**src/rtl/iad_defines.vh**
```
// constants of the indirect address decoder: pointer map, local register
// map, region codes, status fields and state codes
// assumes inclusion by every design file of the decoder
`ifndef IAD_DEFINES_VH
`define IAD_DEFINES_VH

// pointer map
`define IAD_BANK_LAST 16'h0FFF
`define IAD_LIN_FIRST 16'h2000
`define IAD_LIN_LAST 16'h29AF
`define IAD_FLASH_BIT 15
`define IAD_EE_HIGH 8'h70
`define IAD_SELF_MASK 7'h7E
`define IAD_SELF_CODE 7'h00

// general purpose ram layout inside one 128 byte bank
`define IAD_GPR_BYTES 12'h050
`define IAD_GPR_BASE 7'h20
`define IAD_GPR_BANKS 5'h02

// region one-hot codes: none, banked, linear, flash, eeprom
`define IAD_RG_NONE 5'h01
`define IAD_RG_BANK 5'h02
`define IAD_RG_LIN 5'h04
`define IAD_RG_FLASH 5'h08
`define IAD_RG_EE 5'h10

// local register map, byte per address
`define IAD_REG_P0_LOW 3'h0
`define IAD_REG_P0_HIGH 3'h1
`define IAD_REG_P1_LOW 3'h2
`define IAD_REG_P1_HIGH 3'h3
`define IAD_REG_STATUS 3'h4
`define IAD_PTR_RESET 16'h0000
`define IAD_BYTE_RESET 8'h00

// status register fields
`define IAD_ST_BUSY 0
`define IAD_ST_REG_LSB 1
`define IAD_ST_REG_MSB 5
`define IAD_ST_SELF 6

// access state machine, one-hot
`define IAD_S_IDLE 4'h1
`define IAD_S_MEM 4'h2
`define IAD_S_EXTRA 4'h4
`define IAD_S_RESP 4'h8

`endif

```
**src/rtl/iad_top.v**
```verilog
// indirect address decoder: two file select pointers and the indirect
// access port, routed to banked ram, linear ram, flash and eeprom
// assumes memories answer reads in the cycle after their read strobe
//
// Local design decisions: the register offsets and the plain strobed port.
`timescale 1ns/1ps
`include "iad_defines.vh"

module iad_top (
	// clock and reset
	input wire CLK,
	input wire RST,
	// register port
	input wire [2:0] REG_ADDR,
	input wire [7:0] REG_WDATA,
	input wire REG_WR,
	input wire REG_RD,
	output reg [7:0] REG_RDATA,
	// indirect access from the core
	input wire IND_REQ,
	input wire IND_SEL,
	input wire IND_WR,
	input wire [7:0] IND_WDATA,
	output reg IND_BUSY,
	output reg IND_STALL,
	output reg IND_DONE,
	output reg [7:0] IND_RDATA,
	// banked data memory
	output reg [11:0] DM_ADDR,
	output reg DM_RE,
	output reg DM_WE,
	output reg [7:0] DM_WDATA,
	input wire [7:0] DM_RDATA,
	// program flash, read only
	output reg [14:0] PF_ADDR,
	output reg PF_RE,
	input wire [13:0] PF_RDATA,
	// data eeprom, read only here
	output reg [7:0] EE_ADDR,
	output reg EE_RE,
	input wire [7:0] EE_RDATA
);

	// pointer storage, one pair of bytes per pointer
	reg [7:0] ptr_low [0:1];
	reg [7:0] ptr_high [0:1];
	wire [15:0] ptr_full [0:1];

	genvar gi;
	generate
		for (gi = 0; gi < 2; gi = gi + 1) begin : g_ptr
			assign ptr_full[gi] = {ptr_high[gi], ptr_low[gi]};
			always @(posedge CLK or posedge RST) begin
				if (RST) begin
					ptr_low[gi] <= `IAD_BYTE_RESET;
					ptr_high[gi] <= `IAD_BYTE_RESET;
				end else if (REG_WR) begin
					if (REG_ADDR == `IAD_REG_P0_LOW + 2 * gi) begin
						ptr_low[gi] <= REG_WDATA;
					end
					if (REG_ADDR == `IAD_REG_P0_HIGH + 2 * gi) begin
						ptr_high[gi] <= REG_WDATA;
					end
				end
			end
		end
	endgenerate

	// decode of the pointer chosen by the core
	wire [15:0] cur_ptr;
	wire [4:0] cur_region;
	wire cur_self;
	wire [11:0] lin_addr;
	wire lin_present;

	assign cur_ptr = IND_SEL ? ptr_full[1] : ptr_full[0];

	iad_region u_region (
		.ptr(cur_ptr),
		.region(cur_region),
		.self_hit(cur_self)
	);

	iad_linear u_linear (
		.ptr(cur_ptr),
		.addr(lin_addr),
		.present(lin_present)
	);

	// access state
	reg [3:0] state;
	reg [3:0] next_state;
	reg [4:0] acc_region;
	reg acc_self;
	reg acc_wr;
	reg acc_read_live;
	reg acc_extra;
	reg [7:0] hold;

	// a request is taken only while idle; others are dropped
	wire take;
	assign take = IND_REQ && state == `IAD_S_IDLE;

	// which memory really answers the read
	reg go_dm;
	reg go_pf;
	reg go_ee;
	reg needs_extra;
	reg reads_live;

	always @* begin
		go_dm = 1'b0;
		go_pf = 1'b0;
		go_ee = 1'b0;
		needs_extra = 1'b0;
		reads_live = 1'b0;
		case (cur_region)
			`IAD_RG_BANK: begin
				// a self pointer must not touch memory at all
				go_dm = !cur_self;
				reads_live = !cur_self && !IND_WR;
			end
			`IAD_RG_LIN: begin
				go_dm = lin_present;
				reads_live = lin_present && !IND_WR;
			end
			`IAD_RG_FLASH: begin
				go_pf = !IND_WR;
				reads_live = !IND_WR;
				needs_extra = 1'b1;
			end
			`IAD_RG_EE: begin
				go_ee = !IND_WR;
				reads_live = !IND_WR;
				needs_extra = !IND_WR;
			end
			default: begin
				go_dm = 1'b0;
			end
		endcase
	end

	always @* begin
		case (state)
			`IAD_S_IDLE: begin
				next_state = take ? `IAD_S_MEM : `IAD_S_IDLE;
			end
			`IAD_S_MEM: begin
				next_state = acc_extra ? `IAD_S_EXTRA : `IAD_S_RESP;
			end
			`IAD_S_EXTRA: begin
				next_state = `IAD_S_RESP;
			end
			`IAD_S_RESP: begin
				next_state = `IAD_S_IDLE;
			end
			default: begin
				next_state = `IAD_S_IDLE;
			end
		endcase
	end

	// read data of the memory addressed, cut to the port width
	reg [7:0] live_data;
	always @* begin
		case (acc_region)
			`IAD_RG_FLASH: live_data = PF_RDATA[7:0];
			`IAD_RG_EE: live_data = EE_RDATA;
			`IAD_RG_BANK: live_data = DM_RDATA;
			`IAD_RG_LIN: live_data = DM_RDATA;
			default: live_data = 8'h00;
		endcase
		if (!acc_read_live) begin
			live_data = 8'h00;
		end
	end

	always @(posedge CLK or posedge RST) begin
		if (RST) begin
			state <= `IAD_S_IDLE;
			acc_region <= `IAD_RG_NONE;
			acc_self <= 1'b0;
			acc_wr <= 1'b0;
			acc_read_live <= 1'b0;
			acc_extra <= 1'b0;
			hold <= 8'h00;
		end else begin
			state <= next_state;
			if (take) begin
				acc_region <= cur_region;
				acc_self <= cur_self;
				acc_wr <= IND_WR;
				acc_read_live <= reads_live;
				acc_extra <= needs_extra;
			end
			// memory data is valid only in the cycle after the strobe
			if (state == `IAD_S_MEM && acc_extra) begin
				hold <= live_data;
			end
			if (state == `IAD_S_EXTRA) begin
				hold <= live_data;
			end
		end
	end

	// memory strobes, one cycle, in the cycle after the request
	always @(posedge CLK or posedge RST) begin
		if (RST) begin
			DM_ADDR <= 12'h000;
			DM_RE <= 1'b0;
			DM_WE <= 1'b0;
			DM_WDATA <= 8'h00;
			PF_ADDR <= 15'h0000;
			PF_RE <= 1'b0;
			EE_ADDR <= 8'h00;
			EE_RE <= 1'b0;
		end else begin
			DM_RE <= take && go_dm && !IND_WR;
			DM_WE <= take && go_dm && IND_WR;
			PF_RE <= take && go_pf;
			EE_RE <= take && go_ee;
			if (take) begin
				DM_WDATA <= IND_WDATA;
				if (cur_region == `IAD_RG_LIN) begin
					DM_ADDR <= lin_addr;
				end else begin
					DM_ADDR <= cur_ptr[11:0];
				end
				PF_ADDR <= cur_ptr[14:0];
				EE_ADDR <= cur_ptr[7:0];
			end
		end
	end

	// answer to the core
	always @(posedge CLK or posedge RST) begin
		if (RST) begin
			IND_BUSY <= 1'b0;
			IND_STALL <= 1'b0;
			IND_DONE <= 1'b0;
			IND_RDATA <= 8'h00;
		end else begin
			IND_BUSY <= (next_state != `IAD_S_IDLE);
			// the extra instruction cycle holds the core back
			IND_STALL <= (next_state == `IAD_S_EXTRA);
			IND_DONE <= (state == `IAD_S_RESP);
			if (state == `IAD_S_RESP) begin
				if (acc_wr) begin
					IND_RDATA <= 8'h00;
				end else if (acc_extra) begin
					IND_RDATA <= hold;
				end else begin
					IND_RDATA <= live_data;
				end
			end
		end
	end

	// register port, read data one cycle after the strobe
	always @(posedge CLK or posedge RST) begin
		if (RST) begin
			REG_RDATA <= 8'h00;
		end else if (REG_RD) begin
			case (REG_ADDR)
				`IAD_REG_P0_LOW: REG_RDATA <= ptr_low[0];
				`IAD_REG_P0_HIGH: REG_RDATA <= ptr_high[0];
				`IAD_REG_P1_LOW: REG_RDATA <= ptr_low[1];
				`IAD_REG_P1_HIGH: REG_RDATA <= ptr_high[1];
				`IAD_REG_STATUS: begin
					REG_RDATA <= 8'h00;
					REG_RDATA[`IAD_ST_BUSY] <= (state != `IAD_S_IDLE);
					REG_RDATA[`IAD_ST_REG_MSB:`IAD_ST_REG_LSB] <= acc_region;
					REG_RDATA[`IAD_ST_SELF] <= acc_self;
				end
				default: REG_RDATA <= 8'h00;
			endcase
		end else begin
			REG_RDATA <= 8'h00;
		end
	end

endmodule // iad_top

```
**src/rtl/iad_region.v**
```verilog
// pointer region decoder of the indirect address decoder
// assumes a stable 16-bit pointer; purely combinational
`timescale 1ns/1ps
`include "iad_defines.vh"

module iad_region (
	// pointer under decode
	input wire [15:0] ptr,
	// decode results
	output reg [4:0] region,
	output reg self_hit
);

	function is_self;
		input [15:0] p;
		begin
			is_self = (p <= `IAD_BANK_LAST) &&
				((p[6:0] & `IAD_SELF_MASK) == `IAD_SELF_CODE);
		end
	endfunction

	always @* begin
		self_hit = is_self(ptr);
		if (ptr[`IAD_FLASH_BIT]) begin
			region = `IAD_RG_FLASH;
		end else if (ptr[15:8] == `IAD_EE_HIGH) begin
			region = `IAD_RG_EE;
		end else if (ptr <= `IAD_BANK_LAST) begin
			region = `IAD_RG_BANK;
		end else if (ptr >= `IAD_LIN_FIRST && ptr <= `IAD_LIN_LAST) begin
			region = `IAD_RG_LIN;
		end else begin
			region = `IAD_RG_NONE;
		end
	end

endmodule // iad_region

```
**src/rtl/iad_linear.v**
```verilog
// linear ram view: folds a linear pointer onto the gpr block of each bank
// assumes the pointer lies inside the linear region
`timescale 1ns/1ps
`include "iad_defines.vh"

module iad_linear (
	// linear pointer
	input wire [15:0] ptr,
	// absolute banked address and implemented flag
	output wire [11:0] addr,
	output wire present
);

	wire [15:0] lin_wide;
	wire [11:0] lin;
	wire [11:0] bank_wide;
	wire [4:0] bank;
	wire [11:0] used;
	wire [11:0] off_wide;
	wire [6:0] off;

	assign lin_wide = ptr - `IAD_LIN_FIRST;
	assign lin = lin_wide[11:0];
	// no gap between banks: each bank takes exactly one gpr block
	assign bank_wide = lin / `IAD_GPR_BYTES;
	assign bank = bank_wide[4:0];
	assign used = bank_wide * `IAD_GPR_BYTES;
	assign off_wide = lin - used;
	assign off = off_wide[6:0];
	// common bytes sit above the gpr block, never reached here
	assign addr = {bank, off + `IAD_GPR_BASE};
	assign present = (bank < `IAD_GPR_BANKS);

endmodule // iad_linear

```
**config.mk**
```make
export PLATFORM = sky130hd
export DESIGN_NAME = iad_top
export DESIGN_NICKNAME = d
export VERILOG_FILES = /design/src/rtl/iad_top.v /design/src/rtl/iad_region.v /design/src/rtl/iad_linear.v
export VERILOG_INCLUDE_DIRS = /design/src /design/src/rtl
export SDC_FILE = /design/constraint.sdc
export NUM_CORES = 1
export LEC_CHECK = 0
export BUFFER_PORTS_ARGS = -buffer_cell sky130_fd_sc_hd__buf_2
export CORE_ASPECT_RATIO = 0.5
export CORE_MARGIN = 1.5
export CORE_UTILIZATION = 50
export CTS_BUF_LIST = sky130_fd_sc_hd__clkbuf_8
export DETAILED_ROUTE_END_ITERATION = 8
export GPL_ROUTABILITY_DRIVEN = 0
export HOLD_SLACK_MARGIN = 0.1
export PLACE_DENSITY = 0.73
export SYNTH_ARGS = -nofsm -noshare
export SYNTH_HDL_FRONTEND = slang
export SYNTH_HIERARCHICAL = 1
export SYNTH_SLANG_ARGS = --single-unit
```
**constraint.sdc**
```tcl
create_clock -name CLK -period 5.9 [get_ports CLK]
set_clock_uncertainty 0.05 [all_clocks]
set_input_delay 1.18 -clock CLK [delete_from_list [all_inputs] [get_ports CLK]]
set_output_delay 1.18 -clock CLK [all_outputs]
set_load 0.005 [all_outputs]
```
; ---- Word-level counts from Yosys, hierarchy flattened
; Index checks and enable logic that the tools add are counted.
; W data, S select, Z words.
[word_totals]
word_cells = 97
latchBits = 0
memories = 0
register_bits = 119
rom_bits = 0
ram_bits = 0
in_bits = 56
[classes]
shift = 0
n_eq_ne = 20
bitwise = 0
n_div = 1
addsub = 3
n_mul = 1
n_lt_le_gt_ge = 4
n_mux = 22
reduce_logical = 22
[ops]
columns = op, n
row1 = $mux W8, 6
row2 = $pmux W8 S5, 1
row3 = $pmux W8 S3, 1
row4 = $ge A16 B14 Y1 const B, 1
row5 = $le A16 B12 Y1 const B, 1
row6 = $le A16 B14 Y1 const B, 1
row7 = $mux W16, 1
row8 = $mux W5, 3
row9 = $div A12 B7 Y12 const B, 1
row10 = $mul A12 B3 Y3 const B, 1
row11 = $mux W12, 1
row12 = $pmux W4 S3, 1
row13 = $sub A12 B1 Y12 const B, 1
row14 = $logic_and A1 B1 Y1, 11
row15 = $eq A5 B2 Y1 const B, 2
row16 = $eq A5 B3 Y1 const B, 2
row17 = $eq A5 B4 Y1 const B, 2
row18 = $eq A5 B5 Y1 const B, 2
row19 = $eq A4 B3 Y1 const B, 2
row20 = $eq A8 B7 Y1 const B, 1
row21 = $ne A4 B1 Y1 const B, 2
row22 = $reduce_and A2 Y1, 4
row23 = $add A7 B6 Y7 const B, 1
row24 = $logic_not A7 Y1, 1
row25 = 18 further kinds, 23

; ---- Depth between registers and ports, before layout
; Gate-level depths: netlist (run 1).
[depth]
ltp_word = 11
mapped_depth = 24

; ---- Hierarchy
; The synthesis (run 1) kept the hierarchy.
[by_module_without_submodules]
columns = mod, cells_each, n_inst, area_each_um2
row1 = iad_top, 455, 1, 5091.1
row2 = iad_linear, 178, 1, 1172.4
row3 = iad_region, 14, 1, 110.1

; ---- Worst setup path after synthesis (run 1)
; OpenSTA, ideal clock, no wires.
[synth_timing]
kind = input-to-reg
start = in IND_SEL
end = reg DM_ADDR[6]
arrival_time_ns = 5.715
stages = 24
setup_ns = 0.083
setup_slack_ns = 0.053
n_path_buf = 3
cell_sequence = clkbuf_1 > buf_2 > mux2_2 > inv_1 > ha_1 > or3b_1 > buf_2 > o221ai_1 > o211ai_1 > a2111oi_4 > nor2_2 > or3_1 > a32oi_2 > a31oi_2 > ha_1 > ha_1 > o21ai_0 > nand2b_1 > a21oi_1 > xnor2_1 > xnor2_1 > xnor2_1 > mux2i_1 > o21ai_0
[synth_between]
word_cells_on_any_way = 17
cone_classes = add/sub: 3 / mul: 1 / div: 1 / order compare: 3 / eq/ne: 2 / mux: 6 / reduce/logical: 1
[synth_rtl]
columns = item, line_no
row1 = from (decl), iad_top.v:21  ; input wire IND_SEL,
row2 = $mux W16 (*), iad_top.v:76  ; assign cur_ptr = IND_SEL ? ptr_full[1] : ptr_full[0];
row3 = net cur_ptr[2], iad_top.v:70  ; wire [15:0] cur_ptr;
row4 = $sub A12 B1 Y12 (no source line) (*), -
row5 = $div A12 B7 Y12 (no source line), -
row6 = $mul A12 B3 Y3 (no source line), -
row7 = $sub A7 B7 Y7 (*), iad_linear.v:28  ; assign off_wide = lin - used;
row8 = $add A7 B6 Y7 (no source line) (*), -
row9 = net lin_addr[6], iad_top.v:73  ; wire [11:0] lin_addr;
row10 = $mux W12 (*), iad_top.v:224  ; if (cur_region == `IAD_RG_LIN) begin
row11 = to (signal assigned), iad_top.v:225  ; DM_ADDR <= lin_addr;
row12 = to (signal assigned), iad_top.v:227  ; DM_ADDR <= cur_ptr[11:0];
row13 = to (decl), iad_top.v:29  ; output reg [11:0] DM_ADDR,
; Mark *: on every way through the listed nets, which the timed path passes. The rest lies on a longest branch.
; A chain may end at the register's enable or synchronous reset.

; ---- Final worst setup path (run 1)
; Ends and elaborated chain as after synthesis.

==> Implementation_results.wiki, run 1 <==
{| class="wikitable"
! Metric !! Value
|-
| Status || finished, final reports clean
|-
| Footprint of the multi-input gates || 3280 sq um
|-
| Leakage power figure || 3.50 nW
|-
| Netlist Area Pre-Place || 6370 sq um
|-
| Number of nets in the final layout || 819
|-
| Period utilization || 0.922
|-
| Wire per inst || 16.6 microns
|-
| RSZ-0062 raised after global routing || false
|-
| Startpoint Class || primary input
|-
| Average footprint of a synthesized cell || 9.85 sq um
|-
| RR Startpoint || ptr_full[18]
|-
| Register area share after synthesis || 0.436
|-
| Fill cell count || 1,072
|-
| Horizontal die dimension || 163 microns
|-
| Max-Cap Viols || 0
|-
| Busiest metal layer after global routing || met2
|-
| Actual transition at the worst max-transition pin || 0.951 ns
|-
| Clock buffer count from CTS || 9
|-
| Gr usage total || 0.233
|-
| Total overflow reported by the global router || 0
|-
| HP Class || reg -> reg
|-
| Pwr Density || 430 nW/um^2
|-
| Post-synth EDFFs || 0
|-
| Number of endpoints failing setup at the final stage || 0
|-
| Family with the most delay on the worst path || compound AO/OA/AOI/OAI gates
|-
| Area added between synthesis and finish || 14.3%
|-
| Startpoint of the worst hold path || DM_WDATA[4]
|-
| TritonCTS clock tree || yes
|-
| Detail Route Antenna Nets || 0
|-
| Maximum net fanout on the critical path || 5
|-
| Hold bufs inserted after CTS || 0
|-
| Internal || 1.89 mW
|-
| Number of inserted diodes || 0
|-
| Crit path buffers/inverters || 2
|-
| Die area || 13,500 sq um
|-
| List of cells traversed by the critical path || buf_2 > mux2_2 > inv_1 > ha_1 > or3b_1 > o31ai_2 > a21oi_1 > a41oi_1 > o311a_1 > mux2i_1 > o21ai_0 > a31oi_2 > ha_1 > ha_1 > o21ai_0 > nand2b_1 > a21oi_1 > xnor2_1 > xnor2_1 > xnor2_1 > mux2i_1 > o21ai_0
|-
| Final cell count without fillers || 923
|-
| IR drop worst, VDD || 0.185 mV
|-
| Half-perimeter wire length after detailed placement || 11,200 microns
|-
| Switch share || 0.396
|-
| Required @ worst endpoint || 6.15 ns
|-
| Clock tree sinks || 111
|-
| Quantity of gates resized following cts || 0
|-
| Placeable core area || 12,100 sq um
|-
| Fmax achieved || 0.184 GHz
|-
| H-tree Lvls || 3
|-
| Number of buffers on the longest clock path || 2
|-
| Final Routed Wirelength || 15,300 microns
|-
| Proportion of synthesized flip-flops having asynchronous set or reset || 1.00
|-
| Area share of the largest cell type after synthesis || 0.428
|-
| Worst Path Arrival || 5.69 ns
|-
| Global-route wire length before repair || 25,100 microns
|-
| Cells after Synth || 647
|-
| Net count after synthesis || 712
|-
| Ratio of cells with drive above 1 in the final layout || 0.323
|-
| GR Util met2 || 0.383
|-
| Number of optimization iterations in the first detailed-route pass || 5
|-
| Initial antenna violation count || 0
|-
| Clock-pin slew on the worst setup and hold paths || 0.09 ns
|-
| Buffers inserted by post-CTS timing repair || 0
|-
| TNS Setup || 0 ns
|-
| Biggest area consumer among synthesized cells || dfrtp_1
|-
| Part of the power in combinational logic || 0.493
|-
| Final-report hold violation count || 0
|-
| Worst setup EP type || flop
|-
| Starting utilization of the core area || 0.526
|-
| Max incr delay on CP || 0.47 ns
|-
| Post-layout worst setup margin || 0.457 ns
|-
| Launching instance or port of the critical path || IND_SEL
|-
| Start-to-end type of the worst setup path || in -> reg
|-
| DP Cell Count || 908
|-
| Number of DRC markers after the initial detailed-route iteration || 359
|-
| Power dissipated by switching net loads || 1.24 mW
|-
| FF/Latch Area || 2780 sq um
|-
| Final slew viol count || 0
|-
| Commonest register cell after synthesis || dfrtp_1
|-
| Clock network fraction of design power || 0.128
|-
| Pin count of the biggest net entering global routing || 69
|-
| Worst setup timing slack at the placement stage || 0.0829 ns
|-
| Met3 Resource Use GR || 0.0375
|-
| Sequential Power Share || 0.379
|-
| Final min period || 5.44 ns
|-
| Number of top-level pins || 122
|-
| Highest-delay cell along the critical path || or3b_1
|-
| Vias per std cell || 5.64
|-
| Distinct cells, synth || 74
|-
| Synthesis Warnings || 6
|-
| Cell chosen for the clock root || clkbuf_8
|-
| Total number of vias || 5,202
|-
| Register bit count reported by yosys || 111
|-
| Insertion delay to the later sink of the worst-skew pair || 0.38 ns
|-
| Number of DRC violations after detailed routing || 0
|-
| Via count of the first global-routing pass || 5,022
|-
| Met1 track utilization from global routing || 0.325
|-
| Die outline height || 82.8 microns
|-
| Top-count cell post-synth || nand2_1
|-
| Quantity of I/O buffers inserted on ports || 115
|-
| Headroom to the max-slew limit || 0.362
|-
| Biggest area contributors in the synthesized netlist || dfrtp_1 (43%), mux2_2 (11%), nand2_1 (7.1%)
|-
| Cell Rows || 28
|-
| Most frequent cells after synthesis || nand2_1 (120), dfrtp_1 (109), mux2_2 (60)
|}
[sequential cells by signal, indices dropped and copies added (netlist names), 4 cells and up]
register    count
IND_RDATA       8
REG_RDATA       8
DM_ADDR        12
DM_WDATA        8
state           4
hold            8
acc_region      5
PF_ADDR        15
ptr_full       32
[layout make-up]
class	instances	area share
Inverter	13	0.00704
Clock buffer	10	0.0189
Tap cell	165	0.0283
Sequential cell	111	0.382
Timing Repair Buffer	146	0.111
Multi-Input combinational cell	473	0.450
Clock inverter	5	0.00361
[cell usage in the layout (no fill, tap or decap), types with 5 or more instances in the layout]
master,n
a21oi_1,18
a222oi_1,8
a22oi_1,20
and2_1,8
buf_2,115
buf_4,31
clkbuf_8,10
dfrtp_1,109
ha_1,9
inv_1,12
mux2_2,60
mux2i_1,15
nand2_1,120
nand2b_1,9
nand3_1,5
nor2_1,25
nor2b_1,9
nor3_1,10
nor4_1,9
o21a_1,5
o21ai_0,38
o22ai_1,7
o31ai_1,9
xnor2_1,9
[layer usage]
layer  wire, microns  part of all wire
met5               0                 0
met1            7240              0.47
met4             103            0.0067
met3             685             0.045
met2            7320              0.48
[cell families (layout without fill, tap and decap cells)]
| kind of cell | Yosys count | in the layout | synth area share |
|---|---|---|---|
| and+or+nand+nor | 237 | 237 | 0.191 |
| AOI/OAI and AO/OA | 138 | 138 | 0.154 |
| DFF | 111 | 111 | 0.436 |
| muxes | 76 | 76 | 0.133 |
| buffers and inverters | 63 | 174 | 0.0499 |
| xor gates and xnor gates | 13 | 13 | 0.0179 |
| adders and majority gates | 9 | 9 | 0.0177 |
[worst paths after layout]
kind                          endpoint  slack, ns  cells past startpoint
max in group asynchronous   PF_ADDR[5]       3.80                      3
min in group asynchronous      hold[6]       0.92                      2
max reg2reg                 DM_ADDR[6]       1.05                     21
min                        DM_WDATA[4]       0.42                      2
min reg2reg                DM_WDATA[4]       0.42                      2
max                         DM_ADDR[6]       0.46                     22
[power groups by stage]
stage	clock [mW]	sequential [mW]	combinational (mW)
2_1_floorplan	0	1.18	1.08
3_3_place_gp	0	1.19	1.50
3_5_place_dp	0	1.20	1.54
4_1_cts	0.410	1.19	1.55
5_1_grt	0.436	1.23	1.72
6_report	0.402	1.19	1.55
[stage by stage]
stage | area, sq um | total power [mW] | util | hold WS (ns)
after floorplan | 6370 | 2.26 | - | 0.396
after global placement | 7120 | 2.69 | 0.588 | 0.402
after detailed placement | 7120 | 2.75 | 0.588 | 0.407
after CTS | 7290 | 3.15 | 0.601 | 0.430
after global routing | 7290 | 3.39 | 0.601 | 0.447
final | 7290 | 3.14 | 0.601 | 0.424
[tightest hold or removal path, delay by kind of cell (launching register included)]
family | cells | cell delay [ns]
flops | 1 | 0.35
simple gates | 2 | 0.10
No activity file was read; power rests on OpenSTA's default activity.
==> run 2, diff against run 1 <==
==> constraint.sdc (replaced) <==
create_clock -name CLK -period 5.9 [get_ports CLK]
set_clock_uncertainty 0.05 [all_clocks]
set_input_delay 0.885 -clock CLK [delete_from_list [all_inputs] [get_ports CLK]]
set_output_delay 0.885 -clock CLK [all_outputs]
set_load 0.005 [all_outputs]
==> run 2 against run 1 <==
Effect of this change: final cell count shrank 1.7%; die area is the same; count of clock-buffer cells in the layout rose by 1; maximum frequency decreased by 0.34%; total power is 0.11% lower; first-iteration DRC count decreased by 16%; setup slack got worse by 0.019 ns; flip-flop and latch count stayed put; critical endpoint unchanged.
==> Implementation_results.wiki, run 2 (synthesized netlist as in run 1, its figures left out) <==
{| class="wikitable"
! Metric !! Value
|-
| Flip-flop count of the largest register after layout || 32 (unchanged)
|-
| Half-perimeter wire length after detailed placement || 10,800 microns (-3.3%)
|-
| Worst setup timing slack at the placement stage || 0.199 ns (+0.116 ns)
|-
| Startpoint Class || primary input
|-
| Number of DRC markers after the initial detailed-route iteration || 302 (-16%)
|-
| Switch share || 0.394 (-0.00221)
|-
| Cell chosen for the clock root || clkbuf_8
|-
| Finished layout cell area || 7200 sq um (-1.2%)
|-
| Total number of vias || 5,146 (-1.1%)
|-
| Hold_ws || 0.426 ns (+0.00174 ns)
|-
| Post-layout worst setup margin || 0.439 ns (-0.0186 ns)
|-
| Number of cell instances on the worst register-to-register path || 21 (unchanged)
|-
| IR drop worst, VDD || 0.183 mV (-1.1%)
|-
| Final Routed Wirelength || 14,900 microns (-2.6%)
|-
| Most frequent cells in the layout || nand2_1 (120), buf_2 (115), dfrtp_1 (109)
|-
| Power dissipated by switching net loads || 1.23 mW (-0.67%)
|-
| Clock-pin slew on the worst setup and hold paths || 0.09 ns (about the same)
|-
| Worst Path Arrival || 5.70 ns (about the same)
|-
| Via count of the first global-routing pass || 4,948 (-1.5%)
|-
| Status || finished, final reports clean
|-
| Footprint of the multi-input gates || 3280 sq um (unchanged)
|-
| Fmax achieved || 0.183 GHz (-0.34%)
|-
| Pwr Density || 435 nW/um^2 (+1.1%)
|-
| Area added between synthesis and finish || 13.0%
|-
| HP Class || reg -> reg
|-
| Placed cell areas || 7000 sq um (-1.7%)
|-
| TritonCTS clock tree || yes
|-
| Total power after layout || 3.13 mW (-0.11%)
|-
| Die area || 13,500 sq um (unchanged)
|-
| Number of inserted diodes || 0 (unchanged)
|-
| Starting utilization of the core area || 0.526 (unchanged)
|-
| Headroom to the max-slew limit || 0.371 (+0.00883)
|-
| Quantity of I/O buffers inserted on ports || 115 (unchanged)
|-
| Internal || 1.90 mW (+0.25%)
|-
| RSZ-0062 raised after global routing || false
|-
| Final core area utilization || 0.594 (-0.00712)
|-
| Fill cell count || 1,061 (-1.0%)
|-
| Launching instance or port of the critical path || IND_SEL
|-
| Detail Route Antenna Nets || 0 (unchanged)
|-
| Sequential Power Share || 0.380 (about the same)
|-
| Leakage power figure || 3.43 nW (-1.8%)
|-
| Number of top-level pins || 122 (unchanged)
|-
| Max-Cap Viols || 0 (unchanged)
|-
| Actual transition at the worst max-transition pin || 0.938 ns (-0.0132 ns)
|-
| Number of optimization iterations in the first detailed-route pass || 5 (unchanged)
|-
| Wire per inst || 16.5 microns (-0.90%)
|-
| Buffers inserted by post-CTS timing repair || 0 (unchanged)
|-
| Number of endpoints failing setup at the final stage || 0 (unchanged)
|-
| Pin count of the biggest net entering global routing || 61 (-12%)
|-
| Leading cell type in the layout, fill and taps excluded || nand2_1
|-
| FF/Latch Area || 2780 sq um (unchanged)
|-
| Startpoint of the worst hold path || DM_WDATA[2]
|-
| Final-report hold violation count || 0 (unchanged)
|-
| Start-to-end type of the worst setup path || in -> reg
|-
| R2r setup slk || 0.81 ns (-0.24 ns)
|-
| DP Cell Count || 892 (-1.8%)
|-
| Initial antenna violation count || 0 (unchanged)
|-
| RR Startpoint || ptr_full[2]
|-
| Insertion delay to the later sink of the worst-skew pair || 0.37 ns (about the same)
|-
| Required @ worst endpoint || 6.13 ns (-0.02 ns)
|-
| Clock network fraction of design power || 0.146 (+0.018)
|-
| Number of buffers on the longest clock path || 2 (unchanged)
|-
| R2r endpoint || DM_ADDR[6]
|-
| Placeable core area || 12,100 sq um (unchanged)
|-
| Die outline height || 82.8 microns (unchanged)
|-
| TNS Setup || 0 ns (unchanged)
|-
| H-tree Lvls || 3 (unchanged)
|-
| Final min period || 5.46 ns (+0.0186 ns)
|-
| Final cell count without fillers || 907 (-1.7%)
|-
| Hold bufs inserted after CTS || 0 (unchanged)
|-
| Global-route wire length before repair || 24,500 microns (-2.3%)
|-
| Number of DRC violations after detailed routing || 0 (unchanged)
|-
| Part of the power in combinational logic || 0.474 (-0.019)
|-
| Vias per std cell || 5.67 (+0.67%)
|-
| Ratio of cells with drive above 1 in the final layout || 0.309 (-0.0146)
|-
| Quantity of gates resized following cts || 0 (unchanged)
|-
| Number of nets in the final layout || 803 (-2.0%)
|-
| Clock buffer count from CTS || 9 (unchanged)
|-
| Maximum net fanout on the critical path || 8 (+3)
|-
| Worst Setup EP || DM_ADDR[6]
|-
| Gr usage total || 0.227 (-0.00624)
|-
| Cell Rows || 28 (unchanged)
|-
| Period utilization || 0.926 (+0.00316)
|-
| Clock tree sinks || 111 (unchanged)
|-
| Final slew viol count || 0 (unchanged)
|-
| Worst setup EP type || flop
|-
| Total overflow reported by the global router || 0 (unchanged)
|-
| Horizontal die dimension || 163 microns (unchanged)
|}
==> run 2: cell count changes in the layout (fill, tap and decap cells not counted) <==
cell,before,now
clkbuf_8,10,11
bufinv_16,0,1
clkinv_2,3,1
buf_4,31,15
==> run 2: worst max-delay path: stages <==
cell and delay [ns]:
buf_2 0.18, mux2_2 0.41, inv_1 0.14, ha_1 0.23, or3b_1 0.31, nor2_1 0.18
a221o_1 0.40, a2111oi_4 0.49, nor2_2 0.10, or3_1 0.35, a32oi_2 0.21, a31oi_2 0.09
ha_1 0.31, ha_1 0.32, o21ai_0 0.10, nand2b_1 0.08, a21oi_1 0.19, xnor2_1 0.17
xnor2_1 0.16, xnor2_1 0.14, mux2i_1 0.08, o21ai_0 0.17
==> run 2: area by class of cell <==
class / instances / area share
clock inverters: 4 / 0.00643
multi-input cells: 473 / 0.455
flip-flops and latches: 111 / 0.386
repair buffers: 130 / 0.0956
inverters: 13 / 0.00712
well taps: 165 / 0.0287
clock buffers: 11 / 0.0210
==> run 2: layer usage <==
layer	routed length, microns	vias to the layer above	global-route usage
li1	-	2518	-
met1	7070	2482	0.309
met2	6960	133	0.372
met3	745	13	0.0400
met4	167	0	0.0642
met5	0	-	0
==> run 2: power groups by stage <==
| stage | clock network [mW] | logic (mW) | registers (mW) |
|---|---|---|---|
| final | 0.457 | 1.49 | 1.19 |
| after CTS | 0.464 | 1.48 | 1.19 |
| after detailed placement | 0 | 1.48 | 1.21 |
| after global routing | 0.494 | 1.66 | 1.23 |
| after global placement | 0 | 1.44 | 1.19 |
| after floorplan | 0 | 1.08 | 1.18 |
==> run 2: how the worst min path moves through the flow <==
stage,endpoint,depth (start not counted)
finish,DM_WDATA[2],2
global route,DM_WDATA[3],2
CTS,DM_WDATA[7],2
detailed placement,DM_WDATA[7],2
global placement,DM_WDATA[7],2
floorplan,acc_self,2
==> run 3, diff against run 2 <==
--- a/config.mk
+++ b/config.mk
@@ -6,6 +6,7 @@
 export SDC_FILE = /design/constraint.sdc
 export NUM_CORES = 1
 export LEC_CHECK = 0
+export ABC_AREA = 1
 export BUFFER_PORTS_ARGS = -buffer_cell sky130_fd_sc_hd__buf_2
 export CORE_ASPECT_RATIO = 0.5
 export CORE_MARGIN = 1.5
==> run 3 against run 2 <==
Effect of this change: area after synthesis grew 0.55%; critical path depth rose by 15; first-iteration DRC count rose by 54%; largest cell class unchanged; largest power group unchanged.
==> Implementation_results.wiki, run 3 <==
{| class="wikitable"
! Metric !! Value
|-
| Headroom to the max-slew limit || 0.428 (+0.0569)
|-
| Period utilization || 0.900 (-0.0260)
|-
| Start-to-end type of the worst setup path || in -> reg
|-
| Net count after synthesis || 916 (+29%)
|-
| IR drop worst, VDD || 0.251 mV (+37%)
|-
| Insertion delay to the later sink of the worst-skew pair || 0.38 ns (about the same)
|-
| Register area share after synthesis || 0.434 (-0.00238)
|-
| Area share of the largest cell type after synthesis || 0.426 (-0.00234)
|-
| Actual transition at the worst max-transition pin || 0.850 ns (-0.0880 ns)
|-
| Proportion of synthesized flip-flops having asynchronous set or reset || 1.00 (unchanged)
|-
| Number of DRC violations after detailed routing || 0 (unchanged)
|-
| Distinct cells, synth || 36 (-51%)
|-
| Number of top-level pins || 122 (unchanged)
|-
| Power dissipated by switching net loads || 1.29 mW (+4.1%)
|-
| Number of endpoints failing setup at the final stage || 0 (unchanged)
|-
| R2r setup slk || 0.90 ns (+0.09 ns)
|-
| TritonCTS clock tree || yes
|-
| Max incr delay on CP || 0.32 ns (-0.17 ns)
|-
| Required @ worst endpoint || 6.10 ns (-0.03 ns)
|-
| Biggest area consumer among synthesized cells || dfrtp_1
|-
| Via count of the first global-routing pass || 5,288 (+6.9%)
|-
| Average footprint of a synthesized cell || 7.53 sq um (-24%)
|-
| Leakage power figure || 4.09 nW (+19%)
|-
| Clock tree sinks || 111 (unchanged)
|-
| Number of cell instances on the worst register-to-register path || 38 (+81%)
|-
| Highest-delay cell along the critical path || ha_1
|-
| Number of inserted diodes || 0 (unchanged)
|-
| Register bit count reported by yosys || 111 (unchanged)
|-
| Gr usage total || 0.236 (+0.00904)
|-
| Number of nets in the final layout || 1,044 (+30%)
|-
| Clock buffer count from CTS || 9 (unchanged)
|-
| Part of the power in combinational logic || 0.491 (+0.017)
|-
| Final slew viol count || 0 (unchanged)
|-
| Global-route wire length before repair || 25,400 microns (+3.6%)
|-
| Worst Path Arrival || 5.51 ns (-0.19 ns)
|-
| Wire per inst || 13.2 microns (-20%)
|-
| Number of optimization iterations in the first detailed-route pass || 5 (unchanged)
|-
| Cell chosen for the clock root || clkbuf_8
|-
| Die area || 13,500 sq um (+0.54%)
|-
| Half-perimeter wire length after detailed placement || 11,400 microns (+5.8%)
|-
| Ratio of cells with drive above 1 in the final layout || 0.249 (-0.0594)
|-
| Top-count cell post-synth || nand2_1
|-
| Hold bufs inserted after CTS || 0 (unchanged)
|-
| RSZ-0062 raised after global routing || false
|-
| Final cell count without fillers || 1,148 (+27%)
|-
| Buffers inserted by post-CTS timing repair || 0 (unchanged)
|-
| Starting utilization of the core area || 0.527 (+0.00137)
|-
| Clock-pin slew on the worst setup and hold paths || 0.09 ns (about the same)
|-
| Total overflow reported by the global router || 0 (unchanged)
|-
| Startpoint Class || primary input
|-
| Cells after Synth || 851 (+32%)
|-
| Switch share || 0.423 (+0.0285)
|-
| Worst Hold Depth || 2 (unchanged)
|-
| Leading cell type in the layout, fill and taps excluded || nand2_1
|-
| Die outline height || 83.1 microns (+0.27%)
|-
| Flip-flop count of the largest register after layout || 32 (unchanged)
|-
| Fmax achieved || 0.188 GHz (+2.9%)
|-
| Total number of vias || 5,739 (+12%)
|-
| Max-Cap Viols || 0 (unchanged)
|-
| Final min period || 5.31 ns (-0.153 ns)
|-
| Startpoint of the worst hold path || DM_ADDR[6]
|-
| Detail Route Antenna Nets || 0 (unchanged)
|-
| Most frequent cells in the layout || nand2_1 (256), buf_2 (114), dfrtp_1 (109)
|-
| Placeable core area || 12,200 sq um (+0.29%)
|-
| Area added between synthesis and finish || 15.5%
|-
| DP Cell Count || 1,133 (+27%)
|-
| H-tree Lvls || 3 (unchanged)
|-
| Maximum net fanout on the critical path || 21 (+13)
|-
| Netlist Area Pre-Place || 6410 sq um (+0.55%)
|-
| Pin count of the biggest net entering global routing || 75 (+23%)
|-
| Commonest register cell after synthesis || dfrtp_1
|-
| Final Routed Wirelength || 15,100 microns (+1.3%)
|-
| Pwr Density || 411 nW/um^2 (-5.5%)
|-
| Biggest area contributors in the synthesized netlist || dfrtp_1 (43%), nand2_1 (15%), inv_1 (6.0%)
|-
| Internal || 1.76 mW (-7.5%)
|-
| Fill cell count || 1,112 (+4.8%)
|-
| Initial antenna violation count || 0 (unchanged)
|-
| Clock network fraction of design power || 0.131 (-0.015)
|-
| Cell Rows || 28 (unchanged)
|-
| Number of DRC markers after the initial detailed-route iteration || 465 (+54%)
|-
| Sequential Power Share || 0.378 (-0.002)
|-
| Vias per std cell || 5.00 (-12%)
|-
| TNS Setup || 0 ns (unchanged)
|-
| Number of buffers on the longest clock path || 2 (unchanged)
|-
| Min-Delay Endpoint || DM_ADDR[6]
|-
| Worst setup EP type || flop
|-
| R2r endpoint || DM_ADDR[6]
|-
| Synthesis Warnings || 6 (unchanged)
|-
| Most frequent cells after synthesis || nand2_1 (256), dfrtp_1 (109), inv_1 (102)
|-
| Horizontal die dimension || 163 microns (+0.27%)
|-
| HP Class || reg -> reg
|-
| Post-synth EDFFs || 0 (unchanged)
|-
| Status || finished, final reports clean
|-
| Quantity of I/O buffers inserted on ports || 115 (unchanged)
|-
| Final-report hold violation count || 0 (unchanged)
|-
| RR Startpoint || ptr_full[2]
|}
run 3: cell types whose count changed after synthesis, moves of 32 or more:
cell and change:
inv_1 +90, mux2_2 -60, nand2_1 +136, nand3_1 +32, nor2_1 +37, o21ai_1 +33
run 3: per-layer routing:
layer | GRT usage | part of all wire | wire, microns | vias up
li1 | - | - | - | 2942
met3 | 0.0435 | 0.054 | 814 | 14
met4 | 0.0525 | 0.0099 | 150 | 0
met5 | 0 | 0 | 0 | -
met2 | 0.374 | 0.45 | 6810 | 163
met1 | 0.335 | 0.49 | 7360 | 2620
run 3: layout make-up:
class / instances / area (sq um) / area share
multi-input combinational: 588 / 2940 / 0.397
sequential: 111 / 2780 / 0.376
timing repair buffer: 152 / 868 / 0.117
inverter: 117 / 442 / 0.0597
tap: 165 / 206 / 0.0279
clock buffer: 9 / 124 / 0.0167
clock inverter: 6 / 41.3 / 0.00558
run 3: metrics by stage:
stage                     hold WS (ns)  area [sq um]  power, mW  utilization  setup slack (ns)
after floorplan                  0.403          6410       2.19            -             0.643
final                            0.432          7400       3.04        0.609             0.592
after global routing             0.445          7400       3.33        0.609            0.0708
after detailed placement         0.410          7230       2.65        0.595             0.127
after global placement           0.408          7230       2.61        0.595             0.233
after CTS                        0.435          7390       3.06        0.608             0.475
run 3: worst max-delay path by stage:
stage	from	endpoint	slack [ns]	depth (start not counted)
CTS	IND_SEL	DM_ADDR[6]	0.47	36
global route	IND_SEL	DM_ADDR[6]	0.07	39
detailed placement	IND_SEL	DM_ADDR[6]	0.13	38
floorplan	IND_SEL	DM_ADDR[6]	0.64	35
finish	IND_SEL	DM_ADDR[6]	0.59	37
global placement	IND_SEL	DM_ADDR[6]	0.23	38
run 3: worst max-delay path: cells and delay by family:
kind | cells | cell delay (ns)
and+or+nand+nor | 21 | 2.00
adders and majority gates | 3 | 0.82
xor gates and xnor gates | 2 | 0.40
AOI/OAI and AO/OA | 4 | 0.60
buffers and inverters | 7 | 0.82
run 3: timing repair:
item	4_1_cts	5_1_grt
resized for setup	0	2
setup endpoints to repair	0	1
hold endpoints to repair	0	0
run 3: kinds of logic after synthesis:
kind of cell,count (synthesis),share of synthesized area
buffers and inverters,152,0.108
AO/OA/AOI/OAI,131,0.111
AND/OR/NAND/NOR,438,0.313
adder cells (fa/ha/maj),9,0.0176
XOR/XNOR,10,0.0166
flip-flops,111,0.434
run 3: power groups by stage:
stage | logic (mW) | clock network, mW | registers (mW)
final | 1.49 | 0.398 | 1.15
after global routing | 1.71 | 0.448 | 1.18
after CTS | 1.50 | 0.411 | 1.15
after detailed placement | 1.49 | 0 | 1.16
after global placement | 1.45 | 0 | 1.15
after floorplan | 1.04 | 0 | 1.15
